$ cat src/hw/dsp_pkg.sv
package dsp_pkg;

  ////////////////////////////////////////////////////////////////////////////
  // apb register map (byte addresses)
  localparam logic [7:0] ADDR_CTRL   = 8'h00;
  localparam logic [7:0] ADDR_WAKE   = 8'h04;
  localparam logic [7:0] ADDR_STATUS = 8'h08;

  // control register fields
  localparam int CTRL_AUX_OFF_LSB = 0;
  localparam int CTRL_GND_OFF_LSB = 3;
  localparam int CTRL_SLEEP_BIT   = 8;
  localparam int AUX_N            = 3;

  // status register fields
  localparam int ST_STATE_LSB  = 0;
  localparam int ST_JOINED_BIT = 4;
  localparam int ST_BATLOW_BIT = 5;
  localparam int ST_HRVLOW_BIT = 6;
  localparam int ST_DUMP_BIT   = 7;
  localparam int ST_HALT_BIT   = 8;
  localparam int ST_REG_BIT    = 9;
  localparam int ST_BOOT_BIT   = 10;

  // reset values
  localparam logic [5:0]  CTRL_RST = 6'h00;
  localparam int          WAKE_W   = 24;
  localparam logic [23:0] WAKE_RST = 24'h0f4240;

  ////////////////////////////////////////////////////////////////////////////
  // timing
  localparam int CLK_MHZ      = 25;
  localparam int WARN_TIME_US = 1000;
  localparam int WARN_CYC     = WARN_TIME_US * CLK_MHZ;
  localparam int WARN_W       = 24;

  ////////////////////////////////////////////////////////////////////////////
  // supply sequencer states, gray along cold -> wait -> on -> warn -> off
  typedef enum logic [2:0] {
    DSP_COLD  = 3'b000,
    DSP_WAIT  = 3'b001,
    DSP_ON    = 3'b011,
    DSP_WARN  = 3'b010,
    DSP_OFF   = 3'b110,
    DSP_SLEEP = 3'b111
  } dsp_state_e;

  // threshold comparator flags, one bit per comparison
  typedef struct packed {
    logic sts_above_cold_start;   // cold_start_end_thr
    logic sts_above_apart;        // floor_high_thr_apart
    logic sts_above_joined;       // floor_high_thr_joined
    logic sts_at_app_low;         // app_ceiling_low_thr reached
    logic store_above_app_high;   // app_ceiling_high_thr
    logic store_above_app_low;    // app_ceiling_low_thr
    logic lts_below_floor_low;    // battery_floor_low_thr
    logic lts_above_floor_high;   // battery_floor_high_thr
    logic store_above_chg_high;   // charge_ceiling_high_thr
    logic store_above_chg_low;    // charge_ceiling_low_thr
    logic harvester_low;
  } dsp_cmp_s;

  // power switch and converter controls
  typedef struct packed {
    logic             main_supply_out;
    logic [AUX_N-1:0] aux_supply_out;
    logic [AUX_N-1:0] aux_ground_switch;
    logic             main_regulated;
    logic             store_link;
    logic             conv_enable;
    logic             conv_mppt;
    logic             conv_to_lts;
    logic             floor_sel_joined;
  } dsp_pwr_s;

endpackage

$ cat src/hw/dsp_sequencer.sv
// Local design decisions: the address map and the APB slave port.
`timescale 1ns/1ps
// Functional notes
// - enter battery protection when long-term store falls below floor low threshold
// - entering protection drives the battery-low indicator high
// - protection opens the switch between long-term and short-term stores
// - in protection outputs stay fed by the boost converter only
// - sleep turns main supply off; configuration access refused meanwhile
// - wake pin or wake timer expiry leaves sleep, main supply back on
// - in normal mode config may disconnect aux outputs and their ground switches
// - active floor high threshold follows store connection state
// - cold start charges short-term store; above cold-start threshold boot, MPPT
// - after boot connect main supply once store above active floor high
// - stores apart: redirect converter to long-term store at app ceiling low
// - stores apart: redirect back to short-term store at active floor high
// - long-term above floor high: join stores, clear battery-low indicator
// - charged battery at start: join first, boot, then main supply on
// - store at app ceiling: main supply switches to regulated form
// - battery above app ceiling at start: main supply regulated from outset
// - halt converter at charge ceiling high threshold
// - restart converter at charge ceiling low threshold, hysteretic
// - energy below minimum: warn on battery-low, then shut application down
// - harvester below minimum switches boost converter off
// - harvester-low indicator reports harvester detection result
// - indicators and digital outputs are active high
module dsp_sequencer #(
  parameter int WARN_CYCLES = dsp_pkg::WARN_CYC
) (
  // clock and reset
  input  wire logic             pclk,
  input  wire logic             presetn,
  // apb slave
  input  wire logic             psel,
  input  wire logic             penable,
  input  wire logic             pwrite,
  input  wire logic [7:0]       paddr,
  input  wire logic [31:0]      pwdata,
  output logic      [31:0]      prdata,
  output logic                  pready,
  output logic                  pslverr,
  // analog side
  input  wire dsp_pkg::dsp_cmp_s cmp,
  input  wire logic             wake_up_pin,
  output dsp_pkg::dsp_pwr_s     pwr,
  // indicators
  output logic                  battery_low_ind,
  output logic                  harvester_low_ind
);

  ////////////////////////////////////////////////////////////////////////////
  // state
  dsp_pkg::dsp_state_e           state;
  dsp_pkg::dsp_state_e           next_state;
  dsp_pkg::dsp_cmp_s             cmp_q;
  logic                          joined;
  logic                          booted;
  logic                          dump;
  logic                          halt;
  logic                          regulated;
  logic                          bat_low;
  logic                          hrv_low;
  logic [dsp_pkg::AUX_N-1:0]     aux_off;
  logic [dsp_pkg::AUX_N-1:0]     gnd_off;
  logic [dsp_pkg::WAKE_W-1:0]    wake_limit;
  logic [dsp_pkg::WAKE_W-1:0]    wake_cnt;
  logic [dsp_pkg::WARN_W-1:0]    warn_cnt;

  localparam logic [dsp_pkg::WARN_W-1:0] WARN_LAST = dsp_pkg::WARN_W'(WARN_CYCLES - 1);

  function automatic logic hit(input logic [7:0] a, input logic [7:0] ref_addr);
    hit = (a == ref_addr);
  endfunction

  ////////////////////////////////////////////////////////////////////////////
  // apb decode
  wire logic sleeping  = (state == dsp_pkg::DSP_SLEEP);
  wire logic acc       = psel && penable;
  wire logic hit_ctrl  = hit(paddr, dsp_pkg::ADDR_CTRL);
  wire logic hit_wake  = hit(paddr, dsp_pkg::ADDR_WAKE);
  wire logic hit_stat  = hit(paddr, dsp_pkg::ADDR_STATUS);
  wire logic mapped    = hit_ctrl || hit_wake || hit_stat;
  wire logic refuse    = sleeping || !mapped;
  wire logic wr_ctrl   = acc && pwrite && hit_ctrl && !sleeping;
  wire logic wr_wake   = acc && pwrite && hit_wake && !sleeping;
  wire logic sleep_req = wr_ctrl && pwdata[dsp_pkg::CTRL_SLEEP_BIT];

  wire logic [31:0] ctrl_view = {26'h0000000, gnd_off, aux_off};
  wire logic [31:0] wake_view = {8'h00, wake_limit};
  wire logic [31:0] stat_view = {21'h000000, booted, regulated, halt, dump, hrv_low,
                                 bat_low, joined, 1'b0, state};
  wire logic [31:0] rd_mux    = hit_ctrl ? ctrl_view :
                                hit_wake ? wake_view :
                                hit_stat ? stat_view : 32'h00000000;

  assign pready  = 1'b1;
  assign pslverr = acc && refuse;

  always_ff @(posedge pclk or negedge presetn) begin
    if (!presetn) begin
      prdata <= 32'h00000000;
    end else if (psel && !penable && !pwrite) begin
      prdata <= sleeping ? 32'h00000000 : rd_mux;
    end
  end

  always_ff @(posedge pclk or negedge presetn) begin
    if (!presetn) begin
      aux_off    <= dsp_pkg::CTRL_RST[2:0];
      gnd_off    <= dsp_pkg::CTRL_RST[5:3];
      wake_limit <= dsp_pkg::WAKE_RST;
    end else begin
      if (wr_ctrl) begin
        aux_off <= pwdata[dsp_pkg::CTRL_AUX_OFF_LSB +: dsp_pkg::AUX_N];
        gnd_off <= pwdata[dsp_pkg::CTRL_GND_OFF_LSB +: dsp_pkg::AUX_N];
      end
      if (wr_wake) begin
        wake_limit <= pwdata[dsp_pkg::WAKE_W-1:0];
      end
    end
  end

  ////////////////////////////////////////////////////////////////////////////
  // comparator flags and hysteresis
  always_ff @(posedge pclk or negedge presetn) begin
    if (!presetn) begin
      cmp_q <= '0;
    end else begin
      cmp_q <= cmp;
    end
  end

  // flags lag the link switch by two edges; select by the link state they saw
  logic [1:0] link_seen;

  always_ff @(posedge pclk or negedge presetn) begin
    if (!presetn) begin
      link_seen <= 2'b00;
    end else begin
      link_seen <= {link_seen[0], pwr.store_link};
    end
  end

  // active floor high threshold follows connection state
  wire logic above_floor = link_seen[1] ? cmp_q.sts_above_joined : cmp_q.sts_above_apart;
  wire logic cold_done   = cmp_q.sts_above_cold_start;

  always_ff @(posedge pclk or negedge presetn) begin
    if (!presetn) begin
      joined  <= 1'b0;
      bat_low <= 1'b1;
    end else if (cmp_q.lts_below_floor_low) begin
      joined  <= 1'b0;
      bat_low <= 1'b1;
    end else if (cmp_q.lts_above_floor_high) begin
      joined  <= 1'b1;
      bat_low <= 1'b0;
    end else if (state == dsp_pkg::DSP_WARN) begin
      bat_low <= 1'b1;
    end
  end

  always_ff @(posedge pclk or negedge presetn) begin
    if (!presetn) begin
      dump <= 1'b0;
    end else if (joined) begin
      dump <= 1'b0;
    end else if (!above_floor) begin
      dump <= 1'b0;
    end else if (cmp_q.sts_at_app_low && booted) begin
      dump <= 1'b1;
    end
  end

  always_ff @(posedge pclk or negedge presetn) begin
    if (!presetn) begin
      halt <= 1'b0;
    end else if (cmp_q.store_above_chg_high) begin
      halt <= 1'b1;
    end else if (!cmp_q.store_above_chg_low) begin
      halt <= 1'b0;
    end
  end

  // regulation tracked even while main is off so it holds from the outset
  always_ff @(posedge pclk or negedge presetn) begin
    if (!presetn) begin
      regulated <= 1'b0;
    end else if (cmp_q.store_above_app_high) begin
      regulated <= 1'b1;
    end else if (!cmp_q.store_above_app_low) begin
      regulated <= 1'b0;
    end
  end

  always_ff @(posedge pclk or negedge presetn) begin
    if (!presetn) begin
      booted  <= 1'b0;
      hrv_low <= 1'b0;
    end else begin
      hrv_low <= cmp_q.harvester_low;
      if (cold_done) begin
        booted <= 1'b1;
      end
    end
  end

  ////////////////////////////////////////////////////////////////////////////
  // supply sequencer
  wire logic wake_hit  = (wake_cnt >= wake_limit);
  wire logic warn_done = (warn_cnt == WARN_LAST);

  always_comb begin
    next_state = state;
    case (state)
      dsp_pkg::DSP_COLD:  if (cold_done) next_state = dsp_pkg::DSP_WAIT;
      dsp_pkg::DSP_WAIT:  if (above_floor) next_state = dsp_pkg::DSP_ON;
      dsp_pkg::DSP_ON: begin
        if (sleep_req) begin
          next_state = dsp_pkg::DSP_SLEEP;
        end else if (!above_floor) begin
          next_state = dsp_pkg::DSP_WARN;
        end
      end
      dsp_pkg::DSP_WARN: begin
        if (above_floor) begin
          next_state = dsp_pkg::DSP_ON;
        end else if (warn_done) begin
          next_state = dsp_pkg::DSP_OFF;
        end
      end
      dsp_pkg::DSP_OFF:   if (above_floor) next_state = dsp_pkg::DSP_ON;
      dsp_pkg::DSP_SLEEP: if (wake_up_pin || wake_hit) next_state = dsp_pkg::DSP_ON;
      default:            next_state = dsp_pkg::DSP_COLD;
    endcase
  end

  always_ff @(posedge pclk or negedge presetn) begin
    if (!presetn) begin
      state <= dsp_pkg::DSP_COLD;
    end else begin
      state <= next_state;
    end
  end

  always_ff @(posedge pclk or negedge presetn) begin
    if (!presetn) begin
      wake_cnt <= '0;
      warn_cnt <= '0;
    end else begin
      wake_cnt <= sleeping ? wake_cnt + 1'b1 : '0;
      warn_cnt <= (state == dsp_pkg::DSP_WARN) ? warn_cnt + 1'b1 : '0;
    end
  end

  ////////////////////////////////////////////////////////////////////////////
  // outputs
  wire logic main_next = (next_state == dsp_pkg::DSP_ON) || (next_state == dsp_pkg::DSP_WARN);
  wire logic [dsp_pkg::AUX_N-1:0] aux_mask = joined ? ~aux_off : '1;
  wire logic [dsp_pkg::AUX_N-1:0] gnd_mask = joined ? ~gnd_off : '1;

  always_ff @(posedge pclk or negedge presetn) begin
    if (!presetn) begin
      pwr <= '0;
    end else begin
      pwr.main_supply_out   <= main_next;
      pwr.aux_supply_out    <= {dsp_pkg::AUX_N{main_next}} & aux_mask;
      pwr.aux_ground_switch <= {dsp_pkg::AUX_N{main_next}} & gnd_mask;
      pwr.main_regulated    <= regulated;
      pwr.store_link        <= joined;
      pwr.conv_enable       <= !cmp_q.harvester_low && !halt;
      pwr.conv_mppt         <= booted;
      pwr.conv_to_lts       <= dump;
      pwr.floor_sel_joined  <= joined;
    end
  end

  assign battery_low_ind   = bat_low;
  assign harvester_low_ind = hrv_low;
endmodule

$ cat config.mk
export PLATFORM = sky130hd
export DESIGN_NAME = dsp_sequencer
export DESIGN_NICKNAME = d
export VERILOG_FILES = /design/src/hw/dsp_pkg.sv /design/src/hw/dsp_sequencer.sv
export SDC_FILE = /design/constraint.sdc
export NUM_CORES = 1
export LEC_CHECK = 0
export ABC_AREA = 1
export BUFFER_PORTS_ARGS = -buffer_cell sky130_fd_sc_hd__buf_4
export CAP_MARGIN = 10
export CORE_ASPECT_RATIO = 0.5
export CORE_MARGIN = 3
export CORE_UTILIZATION = 60
export DETAILED_ROUTE_END_ITERATION = 10
export HOLD_SLACK_MARGIN = 0.03
export PLACE_DENSITY = 0.9
export SLEW_MARGIN = 10
export SYNTH_ARGS = -nofsm -noshare
export SYNTH_HDL_FRONTEND = slang
export SYNTH_SLANG_ARGS = --single-unit
$ cat constraint.sdc
create_clock -name pclk -period 5 [get_ports pclk]
set_clock_uncertainty 0.05 [all_clocks]
set_input_delay 0.25 -clock pclk [delete_from_list [all_inputs] [get_ports pclk]]
set_output_delay 0.25 -clock pclk [all_outputs]
set_load 0.005 [all_outputs]
==> results of run 1 <==
==> cell usage after synthesis (4+ instances only) <==
cell        n  area share (%)
nand2_1   155             8.7
dfrtp_1   129              48
inv_1     108             6.1
nor2_1    105             5.9
o21ai_0    57             4.3
a21oi_1    55             4.1
nand3_1    31             2.3
ha_1       26             4.9
nor3_1     18             1.4
nand4_1    14             1.3
buf_4      10             1.1
dfstp_2     8             3.2
xor2_1      8             1.1
clkbuf_1    6            0.34
a22o_1      5            0.66
buf_2       4            0.30
==> registers in the layout (all words and copies together) (netlist names), 2 cells and up <==
signal,flops
warn_cnt,24
wake_limit,24
wake_cnt,24
prdata,24
state,3
link_seen,2
pwr,12
cmp_q,10
gnd_off,3
aux_off,3
==> worst max-delay path by stage <==
stage                                 to           from  slack, ns
after detailed placement  wake_limit[14]       state[2]       2.79
after CTS                  wake_limit[4]       state[2]       2.66
after global routing      wake_limit[10]       state[2]       2.44
after global placement     wake_limit[2]       state[2]       2.89
final                      wake_limit[4]       state[2]       2.59
after floorplan                  pwr[10]  wake_limit[6]       3.36
==> per-layer routing <==
metal  GRT usage [%]  vias up  wire (um)
met2            54.0      342       9300
met3            6.73       79       1340
met5               0        -          0
met4            15.0        0        781
met1            35.6     2926       7030
li1                -     2734          -
==> worst max-delay path, delay by kind of cell, from the launching register on <==
family	cells	cell delay [ns]
flops	1	0.51
buf+inv	2	0.27
simple gates	5	1.27
compound gates	1	0.17
==> through the flow <==
step	instance area (um2)	util (%)	total power, mW	cells	hold WS, ns
after floorplan	6700	-	1.28	796	-0.0956
after global placement	7390	70.3	1.36	1000	0.284
after detailed placement	7390	70.3	1.37	1000	0.285
after CTS	8170	77.7	2.70	1048	0.0301
after global routing	8170	77.7	2.79	1048	0.0383
final	8170	77.7	2.71	1048	0.0377
==> cell type report <==
class	instances	area, um2
clock buffers	19	453
inverters	113	429
clock inverters	13	168
multi-input cells	521	2670
well taps	140	175
flip-flops and latches	137	3440
fillers	643	2340
repair buffers	105	832
==> power by group through the flow <==
stage	clock (mW)	combinational [mW]	sequential (mW)
6_report	1.33	0.207	1.17
5_1_grt	1.38	0.235	1.17
4_1_cts	1.33	0.206	1.16
3_5_place_dp	0	0.191	1.18
3_3_place_gp	0	0.183	1.18
2_1_floorplan	0	0.107	1.18
==> cell families (layout without fill, tap and decap cells) <==
logic type / Yosys count / in the layout / share of synthesized area (%)
AO/OA/AOI/OAI: 132 / 132 / 10.7
XOR/XNOR: 11 / 11 / 1.44
adder cells (fa/ha/maj): 26 / 26 / 4.88
buffers and inverters: 138 / 250 / 8.83
flip-flops: 137 / 137 / 51.5
other: 2 / 9 / 0.113
AND/OR/NAND/NOR: 343 / 343 / 22.5
==> metrics.txt, run 1 <==
status finished, final reports clean; Top FF cell, synth dfrtp_1; FMAX 415 MHz; Chip Width 155 um; critical path fanouts, max 48; critical path arrival 2.67 ns; RSZ-0062 raised after global routing no; final setup violation count 0; number of inserted diodes 0; Reg2Reg Depth 8; most frequent cells in the layout nand2_1 (155), dfrtp_1 (129), inv_1 (108); Area growth syn-to-layout 22.4%; CTS clk-pin slew, worst paths 0.06 ns; asr flop ratio synth 100%; share of cells above drive strength 1 16.3%; Residual DRC 0; initial antenna violation count 0; most common cell after layout, fill and taps aside nand2_1; setup ws final between 2 and 3 ns; P_leak slightly above 4 nW; PortBufs between 80 and 90; CTS max path bufs 2; PD cells 331 nW/um2; via count of the first global-routing pass 6010; CTS Sinks 137; Clk pwr share 49.2%; relative slew slack 40.8%; worst min path class in -> reg; Hold Path Sink wake_limit[23]; Slowest cell on crit path nand2_2; Cell Rows 26; H-tree Lvls 4; dpl hpwl 11.3 mm; number of DRC markers in iteration 0 633; final-stage net count 978; Fin. Hold Viols 0; first-pass GRT wire length 29.5 mm; setup TNS 0 ns; Reg-to-Reg End wake_limit[4]; Seq pwr share 43.1%; fin crit period 2.41 ns; critical path required time ~5.3 ns; post-cts sizing count 0; Initial Utilization 63.5%; worst slack at placement around 2.8 ns; Hold-fix buffers, CTS 16; Detailed Routing Iterations Pass 1 8; Critical Setup Path Class reg -> reg; Max Slew Vio Count 0; vias 6081; die area 12500 um2; Seq/Total Area, Yosys 51.5%; max-cap violation count 0; Core ar. 10500 um2; sw frac 25.0%; Seq cells post-synth 137; I/O pin count between 100 and 150; CP startpoint kind flip-flop; Root Driver clkbuf_16; largest net degree at the start of global routing 90; via/cell ratio 5.80; EDFF count, synth 0; Hold Path Origin pwdata[23]; Overflow after GRT 0; CP cell instances inv_4 > nor2_8 > inv_4 > nand2_2 > nor2_2 > nand2_2 > nand2_1 > o21ai_1; synth unique cells 40; Num CTS Buffers 17; Die H 80.6 um; Final ANT Viol Nets 0; RePlAce Congestion just under 0.9; worst vdd ir 0.214 mV; drt wl/cell around 18 um; Post CTS Setup Buffer Count 0; Internal 2.03 mW; hold path depth 3; Tot GR Track Use 30.5%; R2R setup slack ~2.6 ns; r2r startpoint state[2]; WL final 18.5 mm; crit-path max cell delay 0.64 ns; fin crit share roughly half; crit end category flip-flop; cell count after synthesis 789; Ys Warns 0; post-synthesis cell area 6670 um2; syn_area_per_cell approximately 8.5 um2; clk_lat worst skew approximately 0.43 ns; CTS tree built; Comb pwr share 7.7%; NetSw approximately 0.68 mW; worst slew pin tran 0.878 ns
Power figures use the tool's default switching activity.
==> inputs of run 2 (changes only) <==
- ABC_AREA: 1 -> 0
- CORE_UTILIZATION: 60 -> 56
- PLACE_DENSITY: 0.9 -> 0.86
- clock period: 5 -> 2.35 ns (I/O delays scaled with it)
==> metrics.txt, run 2 <==
area of the multi-input gates roughly 2600 um2; Ys Warns 0; Final ANT Viol Nets 0; Comb pwr share 6.0%; critical path arrival around 2.6 ns; Chip Width 155 um; largest net degree at the start of global routing 58; worst vdd ir 0.625 mV; most common cell after layout, fill and taps aside dfrtp_1; asr flop ratio synth 100%; final-stage net count 786; number of DRC markers in iteration 0 ~530; Final Hold Slack ~0.14 ns; drt wl/cell 19.9 um; Final Instance Area 8120 um2; met2 wire length about 8.5 mm; via count of the first global-routing pass between 5000 and 6000; post-synth top area share 51.6%; first-pass GRT wire length 27.4 mm; worst slew pin tran 0.883 ns; worst min path class in -> async; synth unique cells a little under 50; die area between 10000 and 15000 um2; WL final around 17 mm; crit end category flip-flop; worst slack at placement -0.0435 ns; RePlAce Congestion 0.821; Overflow after GRT 0; synth top area cells dfrtp_1 (52%), ha_1 (5.2%), nor2_1 (3.8%); setup TNS 0 ns; final setup violation count 0; max-cap violation count 0; Internal 4.26 mW; number of inserted diodes 0; Post-Layout Cell Count 856; CTS Sinks 137; cell taking the most area after synthesis dfrtp_1; P_leak 3.78 nW; initial antenna violation count 0; PortBufs 88; post-synthesis cell area 6260 um2; fin crit share between 90% and 100%; CP startpoint kind flip-flop; met3 routed WL 1.11 mm; EDFF count, synth 0; Residual DRC 0; H-tree Lvls 4; RSZ-0062 raised after global routing yes; CTS max path bufs 2; vias 5049; clk_lat worst skew 0.42 ns; Area growth syn-to-layout 29.9%; Seq cells post-synth approximately 140; Detailed Routing Iterations Pass 1 5; Design Power 5.49 mW; Die H 80.7 um; Root Driver clkbuf_16; CTS clk-pin slew, worst paths 0.06 ns; critical path fanouts, max 7; Met1 Routed Length between 6 and 7 mm; sw frac between 20 and 25%; syn_area_per_cell 11.0 um2; cell count after synthesis 568; Tot GR Track Use between 20% and 30%; fin crit period 2.33 ns; setup ws final 0.0241 ns; Clk pwr share 49.5%; Core ar. 10500 um2; share of cells above drive strength 1 24.7%; Fin. Hold Viols 0; critical path required time about 2.6 ns; Post-DP Area roughly 7000 um2; Max Used Layer met4; relative slew slack 41.0%; Initial Utilization about three fifths; FF/Latch Area 3440 um2; Critical Setup Path Class reg -> reg; Seq/Total Area, Yosys 55.0%; Max Slew Vio Count 0; PD cells just under 700 nW/um2; dpl hpwl 9.95 mm; most frequent cells in the layout dfrtp_1 (129), buf_4 (97), nor2_1 (64); status finished, final reports clean; # fillers 584; NetSw 1.24 mW; Top FF cell, synth dfrtp_1; CTS tree built; Num CTS Buffers 17; Seq pwr share 44.5%; most frequent cell after synthesis dfrtp_1; via/cell ratio 5.90; Inst Count DP 784; Cell Rows 26; Core Util, Final between 70 and 80%; I/O pin count 106; FMAX 430 MHz; top cells by count, synth dfrtp_1 (129), nor2_1 (64), nand2_1 (38), inv_1 (30)
## run 2: cell types whose count changed in the layout (fill, tap and decap cells not counted), moves of 14 or more
cell           previous run  this run
mux2_1                    0        17
xor2_1                    8        26
mux2_2                    0        14
inv_1                   108        29
o21ai_0                  57        16
dlygate4sd3_1            16        37
xnor2_1                   3        18
nand2_1                 155        38
a21oi_1                  55        20
nor2_1                  105        64
## run 2: area by class of cell
cell class,count,area share (%)
clock inverters,12,1.85
inverters,30,1.39
flip-flops and latches,137,42.3
well taps,140,2.16
repair buffers,138,14.4
clock buffers,20,5.50
multi-input cells,379,32.4
## run 2: cell families (layout without fill, tap and decap cells)
| group | count (synthesis) | count (layout) | synth area share [%] |
|---|---|---|---|
| DFF | 137 | 137 | 55.0 |
| other | 2 | 9 | 0.120 |
| buffers and inverters | 59 | 200 | 4.30 |
| and+or+nand+nor | 192 | 192 | 15.6 |
| AOI/OAI and AO/OA | 75 | 75 | 7.80 |
| muxes | 33 | 33 | 5.90 |
| xor gates and xnor gates | 44 | 44 | 6.16 |
| adders and majority gates | 26 | 26 | 5.20 |
## run 2: timing repair
item	CTS	global route
endpoints found under the setup margin	7	20
pin swaps	1	5
hold buffers	37	0
resized for setup	1	11
hold endpoints to repair	174	0
buffers inserted	1	2
## run 2: power groups by stage
stage | sequential (mW) | clock (mW) | combinational, mW
final | 2.44 | 2.72 | 0.327
after global routing | 2.45 | 2.85 | 0.359
after CTS | 2.44 | 2.71 | 0.315
after detailed placement | 2.48 | 0 | 0.260
after global placement | 2.48 | 0 | 0.251
after floorplan | 2.47 | 0 | 0.108
## run 2: worst paths after layout
check / from / endpoint / slack, ns / depth (start not counted)
worst max register to register: wake_limit[11] / pwr[8] / 0.02 / 9
worst max-delay path: wake_limit[11] / pwr[8] / 0.02 / 9
worst min-delay path: presetn / prdata[17] / 0.14 / 2
max in group asynchronous: presetn / battery_low_ind / 1.44 / 3
min in group pclk: paddr[2] / prdata[3] / 0.17 / 3
worst min register to register: link_seen[0] / link_seen[1] / 0.33 / 0
## run 2: metal layers
metal  vias up  track usage [%]
met3        74             6.87
met5         -                0
li1       2205                -
met4         0             13.5
met2       270             49.3
met1      2500             33.5
## run 2: critical path: stages, from the launching register on
cell,delay (ns)
dfrtp_1,0.40
inv_1,0.07
ha_1,0.33
and2_0,0.19
a221o_1,0.35
a221oi_2,0.24
o21ai_2,0.13
o211ai_2,0.20
buf_6,0.17
a21oi_2,0.05
